$ cat config.mk
export PLATFORM = sky130hd
export DESIGN_NAME = tag_cmd_exec
export DESIGN_NICKNAME = d
export VERILOG_FILES = /design/src/inc/tag_cmd_pkg.sv /design/src/inc/calc_if.sv /design/src/count_calc.sv /design/src/pwd_check.sv /design/src/tag_cmd_exec.sv
export SDC_FILE = /design/constraint.sdc
export NUM_CORES = 1
export LEC_CHECK = 0
export BUFFER_PORTS_ARGS = -buffer_cell sky130_fd_sc_hd__buf_2
export CORE_ASPECT_RATIO = 0.9
export CORE_MARGIN = 2
export CORE_UTILIZATION = 37
export CTS_CLUSTER_SIZE = 10
export DETAILED_ROUTE_END_ITERATION = 7
export PLACE_DENSITY_LB_ADDON = 0.25
export SYNTH_ARGS = -nofsm -noshare
export SYNTH_HDL_FRONTEND = slang
export SYNTH_SLANG_ARGS = --single-unit
$ cat constraint.sdc
create_clock -name clk -period 4.9 [get_ports clk]
set_input_delay 0.245 -clock clk [delete_from_list [all_inputs] [get_ports clk]]
set_output_delay 0.245 -clock clk [all_outputs]
set_load 0.02 [all_outputs]
$ cat src/inc/tag_cmd_pkg.sv
package tag_cmd_pkg;

  // opcodes in the high nibble of the first frame byte
  localparam logic [3:0] OP_VERIFY   = 4'h6;
  localparam logic [3:0] OP_HALT_REL = 4'hA;
  localparam logic [3:0] OP_COUNT    = 4'hE;
  localparam logic [3:0] OP_LOCK     = 4'h2;

  // reply second byte: low nibble ack/nack, high nibble error code
  localparam logic [3:0] ACK_NIB      = 4'h0;
  localparam logic [3:0] NACK_NIB     = 4'h1;
  localparam logic [3:0] ERR_NONE     = 4'h0;
  localparam logic [3:0] ERR_LOCKED   = 4'h1;
  localparam logic [3:0] ERR_LIMIT    = 4'h2;
  localparam logic [3:0] ERR_PASSWORD = 4'h4;

  // frame layout, bytes sent least significant first
  localparam int FRAME_BITS    = 96;
  localparam int CMD_DATA_LSB  = 16;
  localparam int LOCK_DATA_LSB = 32;
  localparam int SIG_BITS      = 48;

  // page numbers and fields inside a 64-bit page
  localparam logic [4:0] PAGE_SERIAL   = 5'h00;
  localparam logic [4:0] PAGE_COUNTER  = 5'h02;
  localparam logic [4:0] PAGE_PASSWORD = 5'h03;
  localparam int LOCK_MASK_LSB = 32;
  localparam int COUNTER_LSB   = 48;

  localparam logic [15:0] COUNTER_LIMIT   = 16'h8000;
  localparam logic [15:0] COUNTER_STEP    = 16'h0001;
  localparam logic [63:0] PWD_ALL_ONES    = 64'hFFFF_FFFF_FFFF_FFFF;
  localparam logic [31:0] LOCK_USABLE     = 32'hFFFF_FFFE;

  // values after reset
  localparam logic RESET_OPEN   = 1'b0;
  localparam logic RESET_ACTIVE = 1'b0;

  typedef enum logic [1:0] {
    ST_IDLE,
    ST_RD_LOCKS,
    ST_RD_PAGE,
    ST_WRITE
  } state_type;

endpackage

$ cat src/inc/calc_if.sv
`timescale 1ns/1ps
interface calc_if;
  logic [63:0] candidatePwd;
  logic [63:0] storedPwd;
  logic        pwdGrant;
  logic [63:0] page2Old;
  logic [47:0] sig;
  logic [63:0] page2New;
  logic        atLimit;

  modport exec (output candidatePwd, storedPwd, page2Old, sig,
                input  pwdGrant, page2New, atLimit);
  modport pwdUnit (input candidatePwd, storedPwd, output pwdGrant);
  modport cntUnit (input page2Old, sig, output page2New, atLimit);
endinterface

$ cat src/count_calc.sv
`timescale 1ns/1ps
module count_calc
  import tag_cmd_pkg::*;
(
  calc_if.cntUnit calc
);

  logic [15:0] countOld;

  assign countOld = calc.page2Old[COUNTER_LSB +: 16];

  // new page 2: reader bytes untouched below, incremented count above
  assign calc.page2New = {countOld + COUNTER_STEP, calc.sig};
  assign calc.atLimit  = (countOld == COUNTER_LIMIT);

endmodule

$ cat src/pwd_check.sv
`timescale 1ns/1ps
module pwd_check
  import tag_cmd_pkg::*;
(
  calc_if.pwdUnit calc
);

  // full-width compare; an all-ones candidate never grants, so an all-ones
  // stored page can never be matched either; zero is an ordinary value
  assign calc.pwdGrant = (calc.candidatePwd == calc.storedPwd)
                         && (calc.candidatePwd != PWD_ALL_ONES);

endmodule

$ cat src/tag_cmd_exec.sv
`timescale 1ns/1ps
// How it works
// - bit zero of lock mask ignored
// - locking page zero just acknowledges when access open
// - matching 64-bit password acknowledges and opens access
// - wrong password gets negative acknowledge
// - access stays open until reset or failure
// - password rewrite keeps access open
// - all-ones password always refused
// - stored all-ones password never grants access
// - delivered password zero, reader should change
// - halt-release acknowledges, enters halt state
// - halt-release never negatively acknowledged
// - six reader bytes stored, two dropped
// - counter increments by one per update
// - counter at 0x8000 blocks further updates
// - counter update needs open access
// - device writes new count after signature
// - refused updates nack, success acks after write
// - twelve-byte frames, opcode in high nibble
// - two-byte replies, low nibble ack/nack
// - set lock bit blocks page writes
module tag_cmd_exec
  import tag_cmd_pkg::*;
(
  // clock, reset, enable
  input  wire logic                  clk,
  input  wire logic                  sys_rst,
  input  wire logic                  clkEn,
  // checked command frame from the framing layer
  input  wire logic                  cmdValid,
  input  wire logic [FRAME_BITS-1:0] cmdFrame,
  // anticollision puts the tag into the active state
  input  wire logic                  wakeActive,
  // nonvolatile page memory
  output logic                       memReq,
  output logic                       memWrite,
  output logic [4:0]                 memPage,
  output logic [63:0]                memWrData,
  input  wire logic [63:0]           memRdData,
  input  wire logic                  memDone,
  // reply to the framing layer
  output logic                       replyValid,
  output logic [7:0]                 replyByte0,
  output logic [7:0]                 replyByte1,
  // status
  output logic                       accessOpen,
  output logic                       tagActive
);

  calc_if calc ();

  state_type   state_q;
  state_type   state_d;
  logic [3:0]  opcode_q;
  logic [3:0]  cid_q;
  logic [63:0] cmdData_q;
  logic        memReq_q;
  logic        memWrite_q;
  logic [4:0]  memPage_q;
  logic [63:0] memWrData_q;
  logic        replyValid_q;
  logic [7:0]  replyByte0_q;
  logic [7:0]  replyByte1_q;
  logic        accessOpen_q;
  logic        tagActive_q;

  logic [3:0]  cmdOp;
  logic        cmdTake;
  logic [31:0] idleLockReq;
  logic        replyGo;
  logic        replyNack;
  logic [3:0]  replyErr;
  logic        memGo;
  logic        memWrGo;
  logic [4:0]  memPage_d;
  logic [63:0] memWrData_d;
  logic        openSet;
  logic        openClr;
  logic        haltGo;
  logic [7:0]  replyHead;
  logic [15:0] cntOld;

  // usable lock bits of a request; page 0 can never be locked
  function automatic logic [31:0] page_lock_mask(input logic [31:0] req);
    page_lock_mask = req & LOCK_USABLE;
  endfunction

  pwd_check uPwd
  (
    .calc (calc.pwdUnit)
  );

  count_calc uCnt
  (
    .calc (calc.cntUnit)
  );

  // the password page and page 2 are checked as they come out of memory,
  // so a password rewritten by the generic write path is used at once
  assign calc.candidatePwd = cmdData_q;
  assign calc.storedPwd    = memRdData;
  assign calc.page2Old     = memRdData;
  assign calc.sig          = cmdData_q[SIG_BITS-1:0];

  // frame decode: CID low nibble, opcode high nibble
  assign cmdOp       = cmdFrame[7:4];
  assign cmdTake     = cmdValid && tagActive_q && (state_q == ST_IDLE);
  assign idleLockReq = page_lock_mask(cmdFrame[CMD_DATA_LSB+LOCK_DATA_LSB +: 32]);
  assign cntOld      = memRdData[COUNTER_LSB +: 16];

  // sequencing: decide replies, memory accesses and access changes
  always_comb
  begin
    state_d     = state_q;
    replyGo     = 1'b0;
    replyNack   = 1'b0;
    replyErr    = ERR_NONE;
    memGo       = 1'b0;
    memWrGo     = 1'b0;
    memPage_d   = memPage_q;
    memWrData_d = memWrData_q;
    openSet     = 1'b0;
    openClr     = 1'b0;
    haltGo      = 1'b0;
    case (state_q)
      ST_IDLE:
      begin
        if (cmdTake)
        begin
          case (cmdOp)
            OP_VERIFY:
            begin
              memGo     = 1'b1;
              memPage_d = PAGE_PASSWORD;
              state_d   = ST_RD_PAGE;
            end
            OP_HALT_REL:
            begin
              replyGo = 1'b1;
              haltGo  = 1'b1;
            end
            OP_COUNT:
            begin
              if (!accessOpen_q)
              begin
                replyGo   = 1'b1;
                replyNack = 1'b1;
                replyErr  = ERR_PASSWORD;
              end
              else
              begin
                memGo     = 1'b1;
                memPage_d = PAGE_SERIAL;
                state_d   = ST_RD_LOCKS;
              end
            end
            OP_LOCK:
            begin
              if (!accessOpen_q)
              begin
                replyGo   = 1'b1;
                replyNack = 1'b1;
                replyErr  = ERR_PASSWORD;
              end
              else if (idleLockReq == 32'h0000_0000)
              begin
                replyGo = 1'b1;
              end
              else
              begin
                memGo     = 1'b1;
                memPage_d = PAGE_SERIAL;
                state_d   = ST_RD_LOCKS;
              end
            end
            default:
            begin
              // other opcodes belong to the generic datapath
              state_d = ST_IDLE;
            end
          endcase
        end
      end
      ST_RD_LOCKS:
      begin
        if (memDone)
        begin
          if (opcode_q == OP_LOCK)
          begin
            // merge, never clear: a lock can not be undone
            memGo       = 1'b1;
            memWrGo     = 1'b1;
            memPage_d   = PAGE_SERIAL;
            memWrData_d = memRdData
                          | {page_lock_mask(cmdData_q[LOCK_DATA_LSB +: 32]), 32'h0000_0000};
            state_d     = ST_WRITE;
          end
          else if (memRdData[LOCK_MASK_LSB + int'(PAGE_COUNTER)])
          begin
            replyGo   = 1'b1;
            replyNack = 1'b1;
            replyErr  = ERR_LOCKED;
            state_d   = ST_IDLE;
          end
          else
          begin
            memGo     = 1'b1;
            memPage_d = PAGE_COUNTER;
            state_d   = ST_RD_PAGE;
          end
        end
      end
      ST_RD_PAGE:
      begin
        if (memDone)
        begin
          if (opcode_q == OP_VERIFY)
          begin
            replyGo = 1'b1;
            state_d = ST_IDLE;
            if (calc.pwdGrant)
            begin
              openSet = 1'b1;
            end
            else
            begin
              replyNack = 1'b1;
              replyErr  = ERR_PASSWORD;
              openClr   = 1'b1;
            end
          end
          else if (calc.atLimit)
          begin
            replyGo   = 1'b1;
            replyNack = 1'b1;
            replyErr  = ERR_LIMIT;
            state_d   = ST_IDLE;
          end
          else
          begin
            memGo       = 1'b1;
            memWrGo     = 1'b1;
            memPage_d   = PAGE_COUNTER;
            memWrData_d = calc.page2New;
            state_d     = ST_WRITE;
          end
        end
      end
      ST_WRITE:
      begin
        if (memDone)
        begin
          replyGo = 1'b1;
          state_d = ST_IDLE;
        end
      end
      default:
      begin
        state_d = ST_IDLE;
      end
    endcase
  end

  // state and latched command; new frames are ignored while busy
  always_ff @(posedge clk)
  begin
    if (sys_rst)
    begin
      state_q   <= ST_IDLE;
      opcode_q  <= 4'h0;
      cid_q     <= 4'h0;
      cmdData_q <= 64'h0000_0000_0000_0000;
    end
    else if (clkEn)
    begin
      state_q <= state_d;
      if (cmdTake)
      begin
        opcode_q  <= cmdOp;
        cid_q     <= cmdFrame[3:0];
        cmdData_q <= cmdFrame[CMD_DATA_LSB +: 64];
      end
    end
  end

  // memory request is a one-cycle pulse; address and data hold until done
  always_ff @(posedge clk)
  begin
    if (sys_rst)
    begin
      memReq_q    <= 1'b0;
      memWrite_q  <= 1'b0;
      memPage_q   <= PAGE_SERIAL;
      memWrData_q <= 64'h0000_0000_0000_0000;
    end
    else if (clkEn)
    begin
      memReq_q    <= memGo;
      memPage_q   <= memPage_d;
      memWrData_q <= memWrData_d;
      if (memGo)
      begin
        memWrite_q <= memWrGo;
      end
    end
  end

  // reply head echoes CID and opcode of the command being answered
  assign replyHead = (state_q == ST_IDLE) ? cmdFrame[7:0] : {opcode_q, cid_q};

  // reply pulse with second byte {error code, ack/nack}
  always_ff @(posedge clk)
  begin
    if (sys_rst)
    begin
      replyValid_q <= 1'b0;
      replyByte0_q <= 8'h00;
      replyByte1_q <= 8'h00;
    end
    else if (clkEn)
    begin
      replyValid_q <= replyGo;
      if (replyGo)
      begin
        replyByte0_q <= replyHead;
        replyByte1_q <= {replyErr, replyNack ? NACK_NIB : ACK_NIB};
      end
    end
  end

  // access-open flag; page writes never touch it, only password checks do: a match sets it, a failure clears it
  always_ff @(posedge clk)
  begin
    if (sys_rst)
    begin
      accessOpen_q <= RESET_OPEN;
    end
    else if (clkEn)
    begin
      if (openSet)
      begin
        accessOpen_q <= 1'b1;
      end
      else if (openClr)
      begin
        accessOpen_q <= 1'b0;
      end
    end
  end

  // active/halt; halt wins since a wake in the same cycle is stale
  always_ff @(posedge clk)
  begin
    if (sys_rst)
    begin
      tagActive_q <= RESET_ACTIVE;
    end
    else if (clkEn)
    begin
      if (haltGo)
      begin
        tagActive_q <= 1'b0;
      end
      else if (wakeActive)
      begin
        tagActive_q <= 1'b1;
      end
    end
  end

  assign memReq     = memReq_q;
  assign memWrite   = memWrite_q;
  assign memPage    = memPage_q;
  assign memWrData  = memWrData_q;
  assign replyValid = replyValid_q;
  assign replyByte0 = replyByte0_q;
  assign replyByte1 = replyByte1_q;
  assign accessOpen = accessOpen_q;
  assign tagActive  = tagActive_q;
endmodule

==> impl_metrics.json <==
{
  "outcome": "complete, no violations",
  "yosys_warnings": 0,
  "pre_cts_ws_ns": 1.66,
  "tritoncts": "done",
  "timing.reg2reg.setup_slack_ns": 1.62,
  "setup_ws_ns": 1.62,
  "grt_pass1_vias": 7210,
  "ctsResizeCount": 0,
  "clockRootBuffer": "clkbuf_16",
  "hold_viol_final": 0,
  "hp-class": "in2reg",
  "fmax_mhz": 305,
  "slew_headroom_pct": 21.3,
  "finalWirelength_um": 25300,
  "p_leak_nw": 3.84,
  "min_period_over_period_pct": 66.9,
  "area_delta_synth_final_pct": 23.2,
  "synth_top_area_cell": "dfxtp_1",
  "drcViolationCount": 0,
  "hold_buffers": 0,
  "startpoint_type": "flip-flop",
  "clock_skew_ns": 0.0144,
  "power_frac_clock_pct": 46.2,
  "via_count": 7643,
  "final_nets": 1426,
  "numCtsBuffers": 17,
  "start_util_pct": 37.6,
  "p_switching_uw": 751,
  "drive_above_1_share_pct": 22.9,
  "async_reset_ff_share_pct": 0,
  "endpoint_kind": "flip-flop",
  "grt_max_degree": 95,
  "io_pins": 256,
  "design_area_um2": 10000,
  "gp_congestion": 0.892,
  "path_max_fanout": 54,
  "dpl.cell_count": 1494,
  "synth_top_cells_by_area": "dfxtp_1, nand2_1, a21oi_1",
  "ctsLongestPathBuffers": 2,
  "die_height_um": 145,
  "synth-compound-area-share_pct": 14.5,
  "hold_slack_ns": 0.0530,
  "wire_per_inst_um": 16.6,
  "grt-ovfl-total": 0,
  "ys_ff_latch": 157,
  "combPwrFrac_pct": 8.9,
  "die_w_um": 160,
  "synthMuxAreaShare_pct": 7.51,
  "crit_type": "reg2reg",
  "switching_share_pct": 25.8,
  "syn_area_per_cell_um2": 7.88,
  "setup_tns_ns": 0,
  "syn_area_um2": 8130,
  "hpwl_um": 18700,
  "period_minus_slack_ns": 3.28,
  "postRouteAntennaNets": 0,
  "synth_top_family_by_area": "simple AND/OR/NAND/NOR gates",
  "die_area_um2": 23200,
  "irDropWorstVdd_uv": 180,
  "core_um2": 21600,
  "row_count": 51,
  "fin_util_pct": 46.3,
  "tightest_slew_ns": 1.18,
  "max-cap-violations": 0,
  "synth-xor-area-share_pct": 4.95,
  "yosys.area_share.simple_pct": 21.7,
  "portBuffers": 224,
  "rsz0062_at_grt": "false",
  "setup-violations-final": 0,
  "cts_setup_buffers": 0,
  "powerDensity_nw_per_um2": 290,
  "h-tree-depth": 4,
  "ys_seq_area_share_pct": 38.6,
  "cp.required_ns": 5.25,
  "synthAdderAreaFrac_pct": 5.85,
  "dr.pass1.iters": 4,
  "grt_usage_pct": 21.7,
  "synth_cells": 1032,
  "synth_top_cell_area_share_pct": 38.6,
  "cts.sinks": 157,
  "slew_violations": 0,
  "mostFrequentLayoutCells": "nand2_1, buf_2, dfxtp_1",
  "final_cell_count_no_fill": 1527,
  "power.total_mw": 2.91,
  "seq_power_share_pct": 44.9,
  "fillCellCount": 2205,
  "viasPerCell": 5.01,
  "drt_iter0_drc": 491,
  "placed_area_um2": 9440,
  "crit_arrival_ns": 3.62,
  "ys_types": 50,
  "path_clk_slew_ns": 0.07,
  "intPower_mw": 2.16,
  "grt_pass1_wl_um": 39000,
  "antenna_found_initial": 3,
  "clk_latency_ns": 0.43,
  "synth_edf_count": 0,
  "synth_flop_cell": "dfxtp_1",
  "layout_commonest_cell": "nand2_1"
}
-- per-layer routing --
layer | global-route usage [%] | part of all wire (%) | vias up
li1 | - | - | 3877
met1 | 31.4 | 50 | 3489
met2 | 31.9 | 43 | 230
met3 | 4.45 | 5.3 | 41
met4 | 7.68 | 2.3 | 6
met5 | 0 | 0.15 | -
-- Yosys cell counts, drive strengths merged, types with 2 or more instances --
cell and instances:
nand3 11, clkbuf 45, nand2b 6, nor2b 3, xnor2 45, and3 3, mux2i 52, a31oi 2
a21bo 2, o21ai 28, inv 69, nand4 29, nor2 63, nor4 24, nor3 10, nor4b 3
and2 2, nand2 236, buf 21, dfxtp 157, mux2 8, a22oi 3, nor3b 2, or3 2
a211oi 37, and4 2, a32oi 2, a21oi 114, ha 38
-- critical path: stages, from the launching register on --
cell and delay [ns]:
dfxtp_1 0.35, inv_1 0.13, ha_1 0.64, inv_1 0.19, nor2_1 0.34, and2_2 0.95, buf_4 0.35, nand2_1 0.08
a21oi_1 0.12
-- power groups by stage --
stage                     combinational (mW)  clock (mW)  sequential [mW]
final                                  0.260        1.34             1.31
after global routing                   0.289        1.43             1.31
after CTS                              0.260        1.37             1.31
after detailed placement               0.258           0             1.33
after global placement                 0.258           0             1.33
after floorplan                        0.138           0             1.33
-- registers in the layout (all words and copies together), names as in the netlist --
register / flops
memWrite: 1
memWrData: 64
replyByte0: 8
opcode_q: 4
calc.candidatePwd: 64
state_q: 2
tagActive: 1
memReq: 1
replyValid: 1
accessOpen: 1
memPage: 2
cid_q: 4
replyByte1: 4
-- cell type report --
| cell class | count | area (um^2) | area share (%) |
|---|---|---|---|
| multi-input combinational | 746 | 4480 | 44.7 |
| sequential | 157 | 3140 | 31.4 |
| timing repair buffer | 231 | 1190 | 11.9 |
| clock buffer | 17 | 425 | 4.24 |
| tap | 291 | 364 | 3.63 |
| inverter | 69 | 259 | 2.58 |
| clock inverter | 15 | 161 | 1.61 |
| antenna | 1 | 2.50 | 0.0250 |
-- cells by family (layout without fill, tap and decap cells) --
kind of cell / count (synthesis) / after routing
compound gates: 196 / 196
xor+xnor: 46 / 46
fa+ha+maj: 38 / 38
buf+inv: 135 / 332
flops: 157 / 157
mux: 60 / 60
other cells: 1 / 8
simple gates: 399 / 399
-- final timing paths --
kind,to,depth (start not counted),from
hold / removal,calc.candidatePwd[1]$_SDFFE_PP0P_,3,cmdFrame[17]
setup / recovery,calc.candidatePwd[32]$_SDFFE_PP0P_,8,state_q[0]$_SDFFE_PP0P_
setup reg to reg,calc.candidatePwd[32]$_SDFFE_PP0P_,8,state_q[0]$_SDFFE_PP0P_
hold reg to reg,memWrData[43]$_SDFFE_PP0P_,2,memWrData[43]$_SDFFE_PP0P_
Power figures use the tool's default switching activity.
